`config.mk`:
```
export PLATFORM = sky130hd
export DESIGN_NAME = dtc_timer_ctrl
export DESIGN_NICKNAME = d
export VERILOG_FILES = /design/src/verilog/dtc_pkg.sv /design/src/verilog/dtc_timer_ctrl.sv
export SDC_FILE = /design/constraint.sdc
export NUM_CORES = 1
export LEC_CHECK = 0
export ABC_AREA = 1
export BUFFER_PORTS_ARGS = -buffer_cell sky130_fd_sc_hd__buf_2
export CAP_MARGIN = 20
export CORE_MARGIN = 2
export CORE_UTILIZATION = 40
export CTS_CLUSTER_SIZE = 8
export DETAILED_ROUTE_END_ITERATION = 12
export PLACE_DENSITY_LB_ADDON = 0.25
export SLEW_MARGIN = 0
export SYNTH_ARGS = -nofsm -noshare
export SYNTH_HDL_FRONTEND = slang
export SYNTH_SLANG_ARGS = --single-unit
```
`constraint.sdc`:
```
create_clock -name i_sys_clk -period 2.05 [get_ports i_sys_clk]
set_clock_uncertainty 0.2 [all_clocks]
set_input_delay 0.3075 -clock i_sys_clk [delete_from_list [all_inputs] [get_ports i_sys_clk]]
set_output_delay 0.3075 -clock i_sys_clk [all_outputs]
set_load 0.03 [all_outputs]
```
`src/verilog/dtc_pkg.sv`:
```
// Package for the dual timer control and mode block: offsets, fields, modes and carrier types.
package dtc_pkg;

  // ==========================================================================
  // Register map
  // ==========================================================================
  localparam logic [7:0] TIMER_CONTROL_ADDR = 8'h88;
  localparam logic [7:0] TIMER_MODE_ADDR    = 8'h89;
  localparam logic [7:0] TIMER_A_LOW_ADDR   = 8'h8a;
  localparam logic [7:0] TIMER_B_LOW_ADDR   = 8'h8b;
  localparam logic [7:0] TIMER_A_HIGH_ADDR  = 8'h8c;
  localparam logic [7:0] TIMER_B_HIGH_ADDR  = 8'h8d;
  localparam logic [7:0] REG_RESET          = 8'h00;
  localparam logic [7:0] BYTE_ONES          = 8'hff;
  localparam logic [7:0] BYTE_ONE           = 8'h01;
  localparam logic [3:0] PIN_IDLE           = 4'hf;
  localparam int         PIN_COUNT          = 4;

  // ==========================================================================
  // Control register fields
  // ==========================================================================
  localparam int CTL_B_OVF  = 7;
  localparam int CTL_B_RUN  = 6;
  localparam int CTL_A_OVF  = 5;
  localparam int CTL_A_RUN  = 4;
  localparam int CTL_XB_PND = 3;
  localparam int CTL_XB_EDG = 2;
  localparam int CTL_XA_PND = 1;
  localparam int CTL_XA_EDG = 0;

  // ==========================================================================
  // Mode register fields: timer B in the upper nibble, timer A in the lower.
  // ==========================================================================
  localparam int MOD_B_LSB  = 4;
  localparam int MOD_A_LSB  = 0;
  localparam int MOD_GATE   = 3;
  localparam int MOD_CNT    = 2;
  localparam int MOD_SEL_HI = 1;
  localparam int MOD_SEL_LO = 0;

  // ==========================================================================
  // Prescaler and timing
  // ==========================================================================
  localparam logic [4:0] PRESCALE_ONES  = 5'h1f;
  localparam logic [4:0] PRESCALE_ONE   = 5'h01;
  localparam int         PER_DIV        = 6;
  localparam logic [2:0] PER_DIV_LAST   = 3'(PER_DIV - 1);
  localparam logic [2:0] PER_DIV_ZERO   = 3'h0;
  localparam logic [2:0] PER_DIV_STEP   = 3'h1;

  typedef enum logic [1:0] {
    DTC_MODE_PRESCALED = 2'b00,
    DTC_MODE_CASCADE   = 2'b01,
    DTC_MODE_RELOAD    = 2'b10,
    DTC_MODE_SPLIT     = 2'b11
  } dtc_mode_t;

  typedef struct packed {
    logic       wr;
    logic       rd;
    logic [7:0] addr;
    logic [7:0] wdata;
  } dtc_bus_req_t;

  // Per timer control bits taken from the mode register nibble.
  typedef struct packed {
    logic      gate;
    logic      cnt;
    dtc_mode_t mode;
  } dtc_tmode_t;

endpackage : dtc_pkg

```
`src/verilog/dtc_timer_ctrl.sv`:
```
// Dual timer control and mode registers with the two count datapaths they steer.
`timescale 1ns/100ps
module dtc_timer_ctrl (
  input  wire logic                  i_sys_clk,
  input  wire logic                  i_rst,
  input  wire logic                  i_ce,
  input  wire dtc_pkg::dtc_bus_req_t i_bus,
  output logic [7:0]                 o_rdata,
  input  wire logic                  i_ext_irq_a_pin,
  input  wire logic                  i_ext_irq_b_pin,
  input  wire logic                  i_timer_a_count_pin,
  input  wire logic                  i_timer_b_count_pin,
  input  wire logic                  i_vector_timer_a,
  input  wire logic                  i_vector_timer_b,
  input  wire logic                  i_vector_ext_a,
  input  wire logic                  i_vector_ext_b,
  output logic                       o_timer_a_irq,
  output logic                       o_timer_b_irq,
  output logic                       o_ext_irq_a_req,
  output logic                       o_ext_irq_b_req
);

  // ==========================================================================
  // Pin synchronisers
  // ==========================================================================
  // Order: irq a, irq b, count a, count b. Stage 1 feeds only stage 2.
  logic [3:0] pin_raw;
  logic [3:0] sync1_ff;
  logic [3:0] sync2_ff;
  logic [3:0] sync3_ff;
  logic [3:0] pin_lvl_ff;
  logic [3:0] pin_prev_ff;
  logic [3:0] pin_fall;

  assign pin_raw = {i_timer_b_count_pin, i_timer_a_count_pin, i_ext_irq_b_pin, i_ext_irq_a_pin};

  always_ff @(posedge i_sys_clk) begin
    if (i_rst) begin
      sync1_ff    <= dtc_pkg::PIN_IDLE;
      sync2_ff    <= dtc_pkg::PIN_IDLE;
      sync3_ff    <= dtc_pkg::PIN_IDLE;
      pin_lvl_ff  <= dtc_pkg::PIN_IDLE;
      pin_prev_ff <= dtc_pkg::PIN_IDLE;
    end else if (i_ce) begin
      sync1_ff    <= pin_raw;
      sync2_ff    <= sync1_ff;
      sync3_ff    <= sync2_ff;
      // A change is accepted only once stages two and three agree.
      for (int i = 0; i < dtc_pkg::PIN_COUNT; i++) begin
        if (sync2_ff[i] == sync3_ff[i]) begin
          pin_lvl_ff[i] <= sync3_ff[i];
        end
      end
      pin_prev_ff <= pin_lvl_ff;
    end
  end

  assign pin_fall = pin_prev_ff & ~pin_lvl_ff;

  // ==========================================================================
  // Register bus
  // ==========================================================================
  logic [7:0] ctl_ff;
  logic [7:0] mod_ff;
  logic [7:0] a_lo_ff;
  logic [7:0] a_hi_ff;
  logic [7:0] b_lo_ff;
  logic [7:0] b_hi_ff;

  function automatic logic hit(input dtc_pkg::dtc_bus_req_t req, input logic [7:0] adr);
    hit = req.wr && (req.addr == adr);
  endfunction : hit

  function automatic dtc_pkg::dtc_tmode_t nib(input logic [3:0] n);
    nib = dtc_pkg::dtc_tmode_t'(n);
  endfunction : nib

  always_ff @(posedge i_sys_clk) begin
    if (i_rst) begin
      o_rdata <= dtc_pkg::REG_RESET;
    end else if (i_ce) begin
      o_rdata <= dtc_pkg::REG_RESET;
      if (i_bus.rd) begin
        unique case (i_bus.addr)
          dtc_pkg::TIMER_CONTROL_ADDR: o_rdata <= ctl_ff;
          dtc_pkg::TIMER_MODE_ADDR:    o_rdata <= mod_ff;
          dtc_pkg::TIMER_A_LOW_ADDR:   o_rdata <= a_lo_ff;
          dtc_pkg::TIMER_B_LOW_ADDR:   o_rdata <= b_lo_ff;
          dtc_pkg::TIMER_A_HIGH_ADDR:  o_rdata <= a_hi_ff;
          dtc_pkg::TIMER_B_HIGH_ADDR:  o_rdata <= b_hi_ff;
          default:                     o_rdata <= dtc_pkg::REG_RESET;
        endcase
      end
    end
  end

  always_ff @(posedge i_sys_clk) begin
    if (i_rst) begin
      mod_ff <= dtc_pkg::REG_RESET;
    end else if (i_ce && hit(i_bus, dtc_pkg::TIMER_MODE_ADDR)) begin
      mod_ff <= i_bus.wdata;
    end
  end

  // ==========================================================================
  // Count enables
  // ==========================================================================
  dtc_pkg::dtc_tmode_t ma;
  dtc_pkg::dtc_tmode_t mb;
  logic [2:0] div_ff;
  logic       tick_div;
  logic       a_split;
  logic       a_run_en;
  logic       b_run_en;
  logic       a_step;
  logic       b_step;
  logic       ah_step;

  assign ma      = nib(mod_ff[dtc_pkg::MOD_A_LSB +: 4]);
  assign mb      = nib(mod_ff[dtc_pkg::MOD_B_LSB +: 4]);
  assign a_split = (ma.mode == dtc_pkg::DTC_MODE_SPLIT);

  // Peripheral clock divided by six gives the timer tick.
  always_ff @(posedge i_sys_clk) begin
    if (i_rst) begin
      div_ff <= dtc_pkg::PER_DIV_ZERO;
    end else if (i_ce) begin
      div_ff <= (div_ff == dtc_pkg::PER_DIV_LAST) ? dtc_pkg::PER_DIV_ZERO : div_ff + dtc_pkg::PER_DIV_STEP;
    end
  end
  assign tick_div = (div_ff == dtc_pkg::PER_DIV_LAST);

  assign a_run_en = ctl_ff[dtc_pkg::CTL_A_RUN] && (!ma.gate || pin_lvl_ff[0]);
  assign b_run_en = ctl_ff[dtc_pkg::CTL_B_RUN] && (!mb.gate || pin_lvl_ff[1]);
  // Counter select takes falling pin edges, else the divided clock.
  assign a_step   = a_run_en && (ma.cnt ? pin_fall[2] : tick_div);
  // In split mode timer B loses its run bit, so mode 11 is its only stop.
  assign b_step   = (a_split ? 1'b1 : b_run_en) && (mb.mode != dtc_pkg::DTC_MODE_SPLIT)
                    && (mb.cnt ? pin_fall[3] : tick_div);
  assign ah_step  = a_split && ctl_ff[dtc_pkg::CTL_B_RUN] && tick_div;

  // ==========================================================================
  // Count datapaths
  // ==========================================================================
  logic a_ovf;
  logic b_ovf;
  logic ah_ovf;
  logic [7:0] nxt_a_lo;
  logic [7:0] nxt_a_hi;
  logic [7:0] nxt_b_lo;
  logic [7:0] nxt_b_hi;

  // Shared step for one timer in all four modes; in mode 11 only the low byte, the caller steps the high byte.
  task automatic step_timer(input logic [1:0] mode, input logic [7:0] lo, input logic [7:0] hi,
                            output logic [7:0] nlo, output logic [7:0] nhi, output logic ovf);
    nlo = lo;
    nhi = hi;
    ovf = 1'b0;
    unique case (mode)
      dtc_pkg::DTC_MODE_PRESCALED: begin
        nlo[4:0] = lo[4:0] + dtc_pkg::PRESCALE_ONE;
        if (lo[4:0] == dtc_pkg::PRESCALE_ONES) begin
          nhi = hi + dtc_pkg::BYTE_ONE;
          ovf = (hi == dtc_pkg::BYTE_ONES);
        end
      end
      dtc_pkg::DTC_MODE_CASCADE: begin
        nlo = lo + dtc_pkg::BYTE_ONE;
        if (lo == dtc_pkg::BYTE_ONES) begin
          nhi = hi + dtc_pkg::BYTE_ONE;
          ovf = (hi == dtc_pkg::BYTE_ONES);
        end
      end
      dtc_pkg::DTC_MODE_RELOAD: begin
        nlo = (lo == dtc_pkg::BYTE_ONES) ? hi : lo + dtc_pkg::BYTE_ONE;
        ovf = (lo == dtc_pkg::BYTE_ONES);
      end
      dtc_pkg::DTC_MODE_SPLIT: begin
        nlo = lo + dtc_pkg::BYTE_ONE;
        ovf = (lo == dtc_pkg::BYTE_ONES);
      end
    endcase
  endtask : step_timer

  always_comb begin
    nxt_a_lo = a_lo_ff;
    nxt_a_hi = a_hi_ff;
    nxt_b_lo = b_lo_ff;
    nxt_b_hi = b_hi_ff;
    a_ovf    = 1'b0;
    b_ovf    = 1'b0;
    ah_ovf   = 1'b0;
    if (a_step) begin
      step_timer(ma.mode, a_lo_ff, a_hi_ff, nxt_a_lo, nxt_a_hi, a_ovf);
    end
    if (a_split) begin
      nxt_a_hi = a_hi_ff;
      if (ah_step) begin
        nxt_a_hi = a_hi_ff + dtc_pkg::BYTE_ONE;
        ah_ovf   = (a_hi_ff == dtc_pkg::BYTE_ONES);
      end
    end
    if (b_step) begin
      step_timer(mb.mode, b_lo_ff, b_hi_ff, nxt_b_lo, nxt_b_hi, b_ovf);
    end
  end

  // Software writes to a count byte win over the count in that cycle.
  always_ff @(posedge i_sys_clk) begin
    if (i_rst) begin
      a_lo_ff <= dtc_pkg::REG_RESET;
      a_hi_ff <= dtc_pkg::REG_RESET;
      b_lo_ff <= dtc_pkg::REG_RESET;
      b_hi_ff <= dtc_pkg::REG_RESET;
    end else if (i_ce) begin
      a_lo_ff <= hit(i_bus, dtc_pkg::TIMER_A_LOW_ADDR)  ? i_bus.wdata : nxt_a_lo;
      a_hi_ff <= hit(i_bus, dtc_pkg::TIMER_A_HIGH_ADDR) ? i_bus.wdata : nxt_a_hi;
      b_lo_ff <= hit(i_bus, dtc_pkg::TIMER_B_LOW_ADDR)  ? i_bus.wdata : nxt_b_lo;
      b_hi_ff <= hit(i_bus, dtc_pkg::TIMER_B_HIGH_ADDR) ? i_bus.wdata : nxt_b_hi;
    end
  end

  // ==========================================================================
  // Control register
  // ==========================================================================
  logic [7:0] nxt_ctl;
  logic       xa_det;
  logic       xb_det;

  // Edge mode catches falling edges; level mode follows the low pin.
  assign xa_det = ctl_ff[dtc_pkg::CTL_XA_EDG] ? pin_fall[0] : !pin_lvl_ff[0];
  assign xb_det = ctl_ff[dtc_pkg::CTL_XB_EDG] ? pin_fall[1] : !pin_lvl_ff[1];

  always_comb begin
    nxt_ctl = ctl_ff;
    if (hit(i_bus, dtc_pkg::TIMER_CONTROL_ADDR)) begin
      nxt_ctl = i_bus.wdata;
    end
    // Hardware clears come first so a coincident event still sets the flag.
    if (i_vector_timer_a) begin
      nxt_ctl[dtc_pkg::CTL_A_OVF] = 1'b0;
    end
    if (i_vector_timer_b) begin
      nxt_ctl[dtc_pkg::CTL_B_OVF] = 1'b0;
    end
    if (i_vector_ext_a && ctl_ff[dtc_pkg::CTL_XA_EDG]) begin
      nxt_ctl[dtc_pkg::CTL_XA_PND] = 1'b0;
    end
    if (i_vector_ext_b && ctl_ff[dtc_pkg::CTL_XB_EDG]) begin
      nxt_ctl[dtc_pkg::CTL_XB_PND] = 1'b0;
    end
    if (a_ovf) begin
      nxt_ctl[dtc_pkg::CTL_A_OVF] = 1'b1;
    end
    // In split mode the timer A high byte owns this flag, so timer B's own roll is silent.
    if ((b_ovf && !a_split) || ah_ovf) begin
      nxt_ctl[dtc_pkg::CTL_B_OVF] = 1'b1;
    end
    if (xa_det) begin
      nxt_ctl[dtc_pkg::CTL_XA_PND] = 1'b1;
    end
    if (xb_det) begin
      nxt_ctl[dtc_pkg::CTL_XB_PND] = 1'b1;
    end
  end

  always_ff @(posedge i_sys_clk) begin
    if (i_rst) begin
      ctl_ff <= dtc_pkg::REG_RESET;
    end else if (i_ce) begin
      ctl_ff <= nxt_ctl;
    end
  end

  // ==========================================================================
  // Request outputs
  // ==========================================================================
  always_ff @(posedge i_sys_clk) begin
    if (i_rst) begin
      o_timer_a_irq   <= 1'b0;
      o_timer_b_irq   <= 1'b0;
      o_ext_irq_a_req <= 1'b0;
      o_ext_irq_b_req <= 1'b0;
    end else if (i_ce) begin
      o_timer_a_irq   <= nxt_ctl[dtc_pkg::CTL_A_OVF];
      o_timer_b_irq   <= nxt_ctl[dtc_pkg::CTL_B_OVF];
      o_ext_irq_a_req <= nxt_ctl[dtc_pkg::CTL_XA_PND];
      o_ext_irq_b_req <= nxt_ctl[dtc_pkg::CTL_XB_PND];
    end
  end

endmodule : dtc_timer_ctrl

```
==> key figures, run 1 <==
GRT
  – Global Route Usage Sum: 24.2%
  – Met1 Resource Use GR: 33.5%
  – Met2 Resource Use GR: 37.2%
  – Largest net degree at the start of global routing: 63
  – Initial antenna violation count: 1
  – Busiest grt layer: met2
  – Global route overflow: 0
  – Vias in the first global route: 4758
  – First-pass GRT wire length: 24600 um
  – Met3 Use GR: 5.54%

Logic synthesis
  – Synth area leaders: dfxtp_1, nand2_1, nand3_1
  – Syn_nets: 843
  – Post-synth top area cell: dfxtp_1
  – Post-Synthesis Cells: 808
  – Post-synth top flop: dfxtp_1
  – Mapped cell area: 4940 um2
  – Unique masters post-synth: 34
  – EDFF count, synth: 0
  – Synth Register Bits: 79
  – Sequential cell area fraction in the yosys report: 32.0%
  – Asr flop ratio synth: 0%
  – Yosys top cell area share: 32.0%
  – Ys Warns: 0
  – Syn_area_per_cell: 6.11 um2

Critical path
  – Critical path fanouts, max: 5
  – CP endpoint kind: flop
  – Worst R2R Path Depth: 10
  – Data arrival time of the critical path: 1.94 ns
  – Req. time, crit path: 2.09 ns
  – Crit path top cell by count: nand2_1
  – WS Path Type: reg2reg
  – Highest-delay cell along the critical path: dfxtp_1
  – Crit-path cells: ha_1, inv_1, nor2_2, nand2_1, nor2_1, nand2_1, nand2_1, nand3_1, nand3_1, a21oi_1
  – Reg-to-Reg End: b_lo_ff[3]
  – Reg2reg start: b_lo_ff[0]
  – Worst path max stage delay: 0.42 ns
  – Startpoint types: flop
  – FF-to-FF setup slack: 0.15 ns

STA
  – WHS: 0.0436 ns
  – Max-slew headroom: 76.9%
  – Tightest Pin Transition: 0.346 ns
  – Fin Setup TNS: 0 ns
  – Final setup viols: 0
  – Max frequency: 0.527 GHz
  – Period minus WS final: 1.90 ns
  – RSZ-0062 raised after global routing: false
  – Final Hold Viols: 0
  – Pins Over Slew Limit: 0
  – Tcrit/Tclk final: 92.5%

Cells and area
  – Layout filler cell count: 1290
  – Cell Count, Final, Fillers Out: 1028
  – Post-route cell area: 5900 um2
  – Most frequent cells in the layout: nand2_1, nand3_1, nor2_1, dfxtp_1, inv_1
  – Fraction of layout cells with a size suffix above 1: 14.8%
  – Final nets: 910
  – Area Growth Syn to Fin: 19.4%
  – Most common cell after layout, fill and taps aside: nand2_1

Pwr
  – Total power: 3.46 mW
  – Cell Pwr Density: 587 nW/um2
  – P_leak: 2.72 nW
  – Worst IR Drop VDD: 0.360 mV

Routing
  – Vias per std cell: 5.16
  – First-pass DRT Iterations: 5
  – Total Routed Length: 15400 um
  – DRT antenna net count: 0
  – Wire length per cell: 14.9 um
  – DRT iter0 DRCs: 493
  – Vias: 5305
  – DRC: 0

Hold path
  – Worst Hold Path Cells: 4
  – Hold path endpoint: ctl_ff[3]
  – Min-Delay Path Class: in2reg
  – Worst min-delay path startpoint: i_vector_ext_b

Clocking
  – Cts bufs inserted: 9
  – CTS HTree Levels: 3
  – Clock Sinks: 79
  – Reg clk slew, reported paths: 0.07 ns
  – Buffer depth of the longest clock path: 2
  – Postcts setup bufs: 0
  – CTS tree: built
  – Clk_lat worst skew: 0.35 ns
  – CTS root buf: clkbuf_16

Floorplan
  – Die height: 115 um
  – Core ar.: 12000 um2
  – Die area: 13300 um2
  – Chip width: 115 um
  – IO Count: 41
  – Starting Density: 41.1%
  – Site Rows: 40

Placement
  – Final GP Congestion: 0.951
  – DP HPWL: 11300 um
  – Placed cell area: 5550 um2
  – # placed instances: 1007
  – Port Buf Inserts: 40

Run
  – MaxCap Viol Count: 0

Outcome
  – Outcome: completed
## what timing repair did
item	4_1_cts	5_1_grt
hold endpoints to repair	4	0
hold buffers	4	0
resized for setup	0	5
setup endpoints to repair	0	6
## state kept, by name, indices dropped and copies added, names as in the netlist
register and count:
a_hi_ff 8, a_lo_ff 8, b_hi_ff 8, b_lo_ff 8, ctl_ff 8, mod_ff 8, o_rdata 8, pin_lvl_ff 4
pin_prev_ff 4, sync1_ff 4, sync2_ff 4, sync3_ff 4, div_ff 3
## synth_stat cells, types with 3 or more instances
library cell and number:
nand3b_1 6, buf_2 11, o21ai_0 56, nor2_1 83, nand2_1 245, o211ai_1 10
nor2_2 4, clkbuf_1 21, a21oi_1 59, nand2_2 3, inv_1 71, nand3_1 102
ha_1 6, inv_2 5, xnor2_1 3, xor2_1 10, nand4_1 11, dfxtp_1 79
## how the worst max path moves through the flow
stage               startpoint         end  slack (ns)  cells after the start
CTS                 a_lo_ff[5]  a_lo_ff[3]        0.08                      9
floorplan           a_lo_ff[0]  a_hi_ff[3]        0.25                     11
global placement     i_bus[13]  b_lo_ff[6]        0.09                     11
detailed placement   i_bus[13]  b_lo_ff[6]        0.07                     11
global route        a_lo_ff[0]  a_lo_ff[3]        0.02                     10
finish              b_lo_ff[0]  b_lo_ff[3]        0.15                     10
## critical path, delay by kind of cell, from the launching register on
| kind | cells | cell delay (ns) |
|---|---|---|
| buffers and inverters | 1 | 0.04 |
| adder cells (fa/ha/maj) | 1 | 0.18 |
| AND/OR/NAND/NOR | 7 | 0.88 |
| flip-flops | 1 | 0.42 |
| AO/OA/AOI/OAI | 1 | 0.06 |
## cells by family (layout without fill, tap and decap cells)
family | after synthesis | after routing | synth area share (%)
xor+xnor | 13 | 13 | 2.30
flops | 79 | 79 | 32.0
fa+ha+maj | 6 | 6 | 1.52
buf+inv | 113 | 185 | 9.09
simple gates | 465 | 465 | 40.9
compound gates | 132 | 132 | 14.2
other cells | 0 | 1 | 0
## cell type report
type | count | area [um2] | area share (%)
diodes | 1 | 2.50 | 0.0424
clock buffers | 9 | 225 | 3.82
clock inverters | 7 | 63.8 | 1.08
inverters | 77 | 289 | 4.90
multi-input cells | 616 | 2920 | 49.6
flip-flops and latches | 79 | 1580 | 26.8
well taps | 147 | 184 | 3.12
repair buffers | 92 | 626 | 10.6
## stage by stage
stage	worst slack, ns	utilization (%)
finish	0.154	49.1
global route	0.0181	49.1
CTS	0.0833	48.9
detailed placement	0.0717	46.2
global placement	0.0939	46.2
floorplan	0.253	-
## metal layers
layer	up-vias	wire (um)
met4	0	406
met3	27	1000
li1	2765	-
met1	2349	7160
met5	-	0
met2	164	6790
## power breakdown
part | leakage (nW) | total, mW | internal [mW] | switching [mW]
Combinational | 1.94 | 0.262 | 0.0843 | 0.178
Clock | 0.137 | 1.61 | 0.851 | 0.760
Sequential | 0.642 | 1.59 | 1.57 | 0.0206
Note: power is estimated with default switching activity, not from simulation.
==> inputs of run 2 (changes only) <==
- PLACE_DENSITY: unset -> 0.64
- PLACE_DENSITY_LB_ADDON: 0.25 -> unset
==> key figures, run 2 (synthesis gave the netlist of run 1 again) <==
Critical path
  – Worst R2R Path Depth: 8 (-2)
  – Buf/Inv on CP: 0 (-1)
  – Req. time, crit path: 2.13 ns (+0.04 ns)
  – CP endpoint kind: flop
  – Top delay family on crit path: simple AND/OR/NAND/NOR gates
  – WS Path Type: reg2reg
  – Worst setup path start: b_lo_ff[2]
  – Critical path fanouts, max: 6 (+1)
  – Crit path top cell by count: nand3_1
  – CP endpoint: b_lo_ff[3]
  – Worst path depth: 8 (-2)
  – Reg-to-Reg End: b_lo_ff[3]
  – Startpoint types: flop
  – Highest-delay cell along the critical path: dfxtp_1
  – Worst path max stage delay: 0.47 ns (+0.05 ns)
  – FF-to-FF setup slack: 0.18 ns (+0.02 ns)
  – Data arrival time of the critical path: 1.95 ns (about the same)
  – Crit-path cells: nand2_1, nor2_2, nand3_1, nor2_2, nand2_1, nand3_1, nand3_1, a21oi_1
  – Reg2reg start: b_lo_ff[2]

Cells and area
  – Layout filler cell count: 1292 (+0.16%)
  – Final core occ: 48.7% (-0.41 points)
  – Final nets: 902 (-0.88%)
  – N_diodes: 0 (-1)
  – Most frequent cells in the layout: nand2_1, nand3_1, nor2_1, dfxtp_1, inv_1
  – Cell Count, Final, Fillers Out: 1019 (-0.88%)
  – Post-route cell area: 5850 um2 (-0.83%)
  – Most common cell after layout, fill and taps aside: nand2_1
  – Area Growth Syn to Fin: 18.4%
  – Fraction of layout cells with a size suffix above 1: 13.9% (-0.90 points)

Placement
  – DP HPWL: 11200 um (-0.63%)
  – Placed cell area: 5490 um2 (-1.1%)
  – # placed instances: 999 (-0.79%)
  – Final GP Congestion: 0.950 (about the same)
  – Port Buf Inserts: 40 (unchanged)

Pwr
  – Net Sw Power: 946 uW (-1.3%)
  – Internal power: 2.62 mW (+4.8%)
  – Sequential share of power: 44.4% (-1.4 points)
  – Switching share of total power: 26.5% (-1.2 points)
  – Worst IR Drop VDD: 0.494 mV (+37%)
  – Cell Pwr Density: 610 nW/um2 (+4.0%)
  – P_leak: 2.70 nW (-0.70%)
  – Comb power frac: 7.3% (-0.3 points)
  – Clock share of power: 48.3% (+1.7 points)

Routing
  – DRC: 0 (unchanged)
  – Met3 wire len: 874 um (-13%)
  – Top sig layer: met4
  – DRT antenna net count: 0 (unchanged)
  – Met2 WL post-DR: 6850 um (+0.90%)
  – Total Routed Length: 15300 um (-0.48%)
  – Wire length per cell: 15.0 um (+0.40%)
  – Vias per std cell: 5.18 (+0.37%)
  – First-pass DRT Iterations: 5 (unchanged)
  – Vias: 5278 (-0.51%)
  – WL met1: 7160 um (unchanged)
  – DRT iter0 DRCs: 573 (+16%)

Floorplan
  – IO Count: 41 (unchanged)
  – Core ar.: 12000 um2 (unchanged)
  – Chip width: 115 um (unchanged)
  – Starting Density: 41.1% (unchanged)
  – Die area: 13300 um2 (unchanged)
  – Site Rows: 40 (unchanged)
  – Die height: 115 um (unchanged)

STA
  – Max-slew headroom: 69.6% (-7.3 points)
  – Fin Setup TNS: 0 ns (unchanged)
  – Pins Over Slew Limit: 0 (unchanged)
  – Period minus WS final: 1.87 ns (-0.0240 ns)
  – Tcrit/Tclk final: 91.3% (-1.2 points)
  – Tightest Pin Transition: 0.456 ns (+0.109 ns)
  – Final setup viols: 0 (unchanged)
  – Final Hold Viols: 0 (unchanged)
  – RSZ-0062 raised after global routing: false
  – Max frequency: 0.534 GHz (+1.3%)

GRT
  – Vias in the first global route: 4742 (-0.34%)
  – Global Route Usage Sum: 24.5% (+0.29 points)
  – First-pass GRT wire length: 24900 um (+1.1%)
  – Initial antenna violation count: 0 (-1)
  – Largest net degree at the start of global routing: 54 (-14%)
  – Global route overflow: 0 (unchanged)

Clocking
  – Cts bufs inserted: 9 (unchanged)
  – CTS HTree Levels: 3 (unchanged)
  – CTS tree: built
  – Clock Sinks: 79 (unchanged)
  – Buffer depth of the longest clock path: 2 (unchanged)
  – Reg clk slew, reported paths: 0.07 ns (about the same)
  – Postcts setup bufs: 0 (unchanged)
  – CTS root buf: clkbuf_16
  – Clk_lat worst skew: 0.36 ns (about the same)

Run
  – MaxCap Viol Count: 0 (unchanged)

Hold path
  – Worst min-delay path startpoint: i_vector_ext_b
  – Min-Delay Path Class: in2reg

Outcome
  – Outcome: completed
run 2: cell types whose count changed in the layout (fill, tap and decap cells not counted), moves of 2 or more:
cell        previous run  this run
clkinvlp_4             2         0
clkinv_4               0         2
buf_4                 46        38
nor2_1                80        82
dfxtp_1               79        77
dfxtp_2                0         2
run 2: metal layers:
layer  track usage [%]  vias to the layer above
li1                  -                     2741
met4              8.67                        0
met2              38.2                      167
met1              34.1                     2341
met5                 0                        -
met3              4.06                       29
run 2: area by class of cell:
cell class,count,area [um2],area share (%)
Multi-Input combinational cell,616,2910,49.8
Sequential cell,79,1580,27.1
Timing Repair Buffer,84,566,9.67
Inverter,77,289,4.94
Clock buffer,9,225,3.85
Tap cell,147,184,3.15
Clock inverter,7,87.6,1.50
run 2: how the worst min path moves through the flow:
stage / to / slack, ns / cells after the start
global placement: sync2_ff[1] / 0.24 / 2
detailed placement: sync2_ff[2] / 0.24 / 2
finish: ctl_ff[3] / 0.04 / 4
CTS: ctl_ff[3] / 0.04 / 4
global route: ctl_ff[3] / 0.05 / 4
floorplan: sync1_ff[0] / 0.23 / 2
run 2: power by group through the flow:
stage	logic, mW	registers, mW	clock network [mW]
after floorplan	0.137	1.62	0
after global placement	0.250	1.62	0
after detailed placement	0.252	1.62	0
after CTS	0.259	1.59	1.75
after global routing	0.286	1.59	1.82
final	0.260	1.59	1.72
run 2: through the flow:
stage	worst slack, ns	power (mW)	hold WS (ns)
2_1_floorplan	0.253	1.76	0.229
3_3_place_gp	0.0580	1.87	0.238
3_5_place_dp	0.00790	1.87	0.243
4_1_cts	0.167	3.59	0.0351
5_1_grt	0.00211	3.69	0.0512
6_report	0.178	3.57	0.0432
run 2: repair_timing:
item,CTS,global route
endpoints found under the setup margin,0,6
resized for setup,0,3
endpoints found under the hold margin,4,0
hold buffers,4,0
run 2: worst min-delay path, cell delays in order:
cell and delay (ns):
buf_2 0.08, nand2_1 0.04, nand2_1 0.06, a31oi_1 0.06
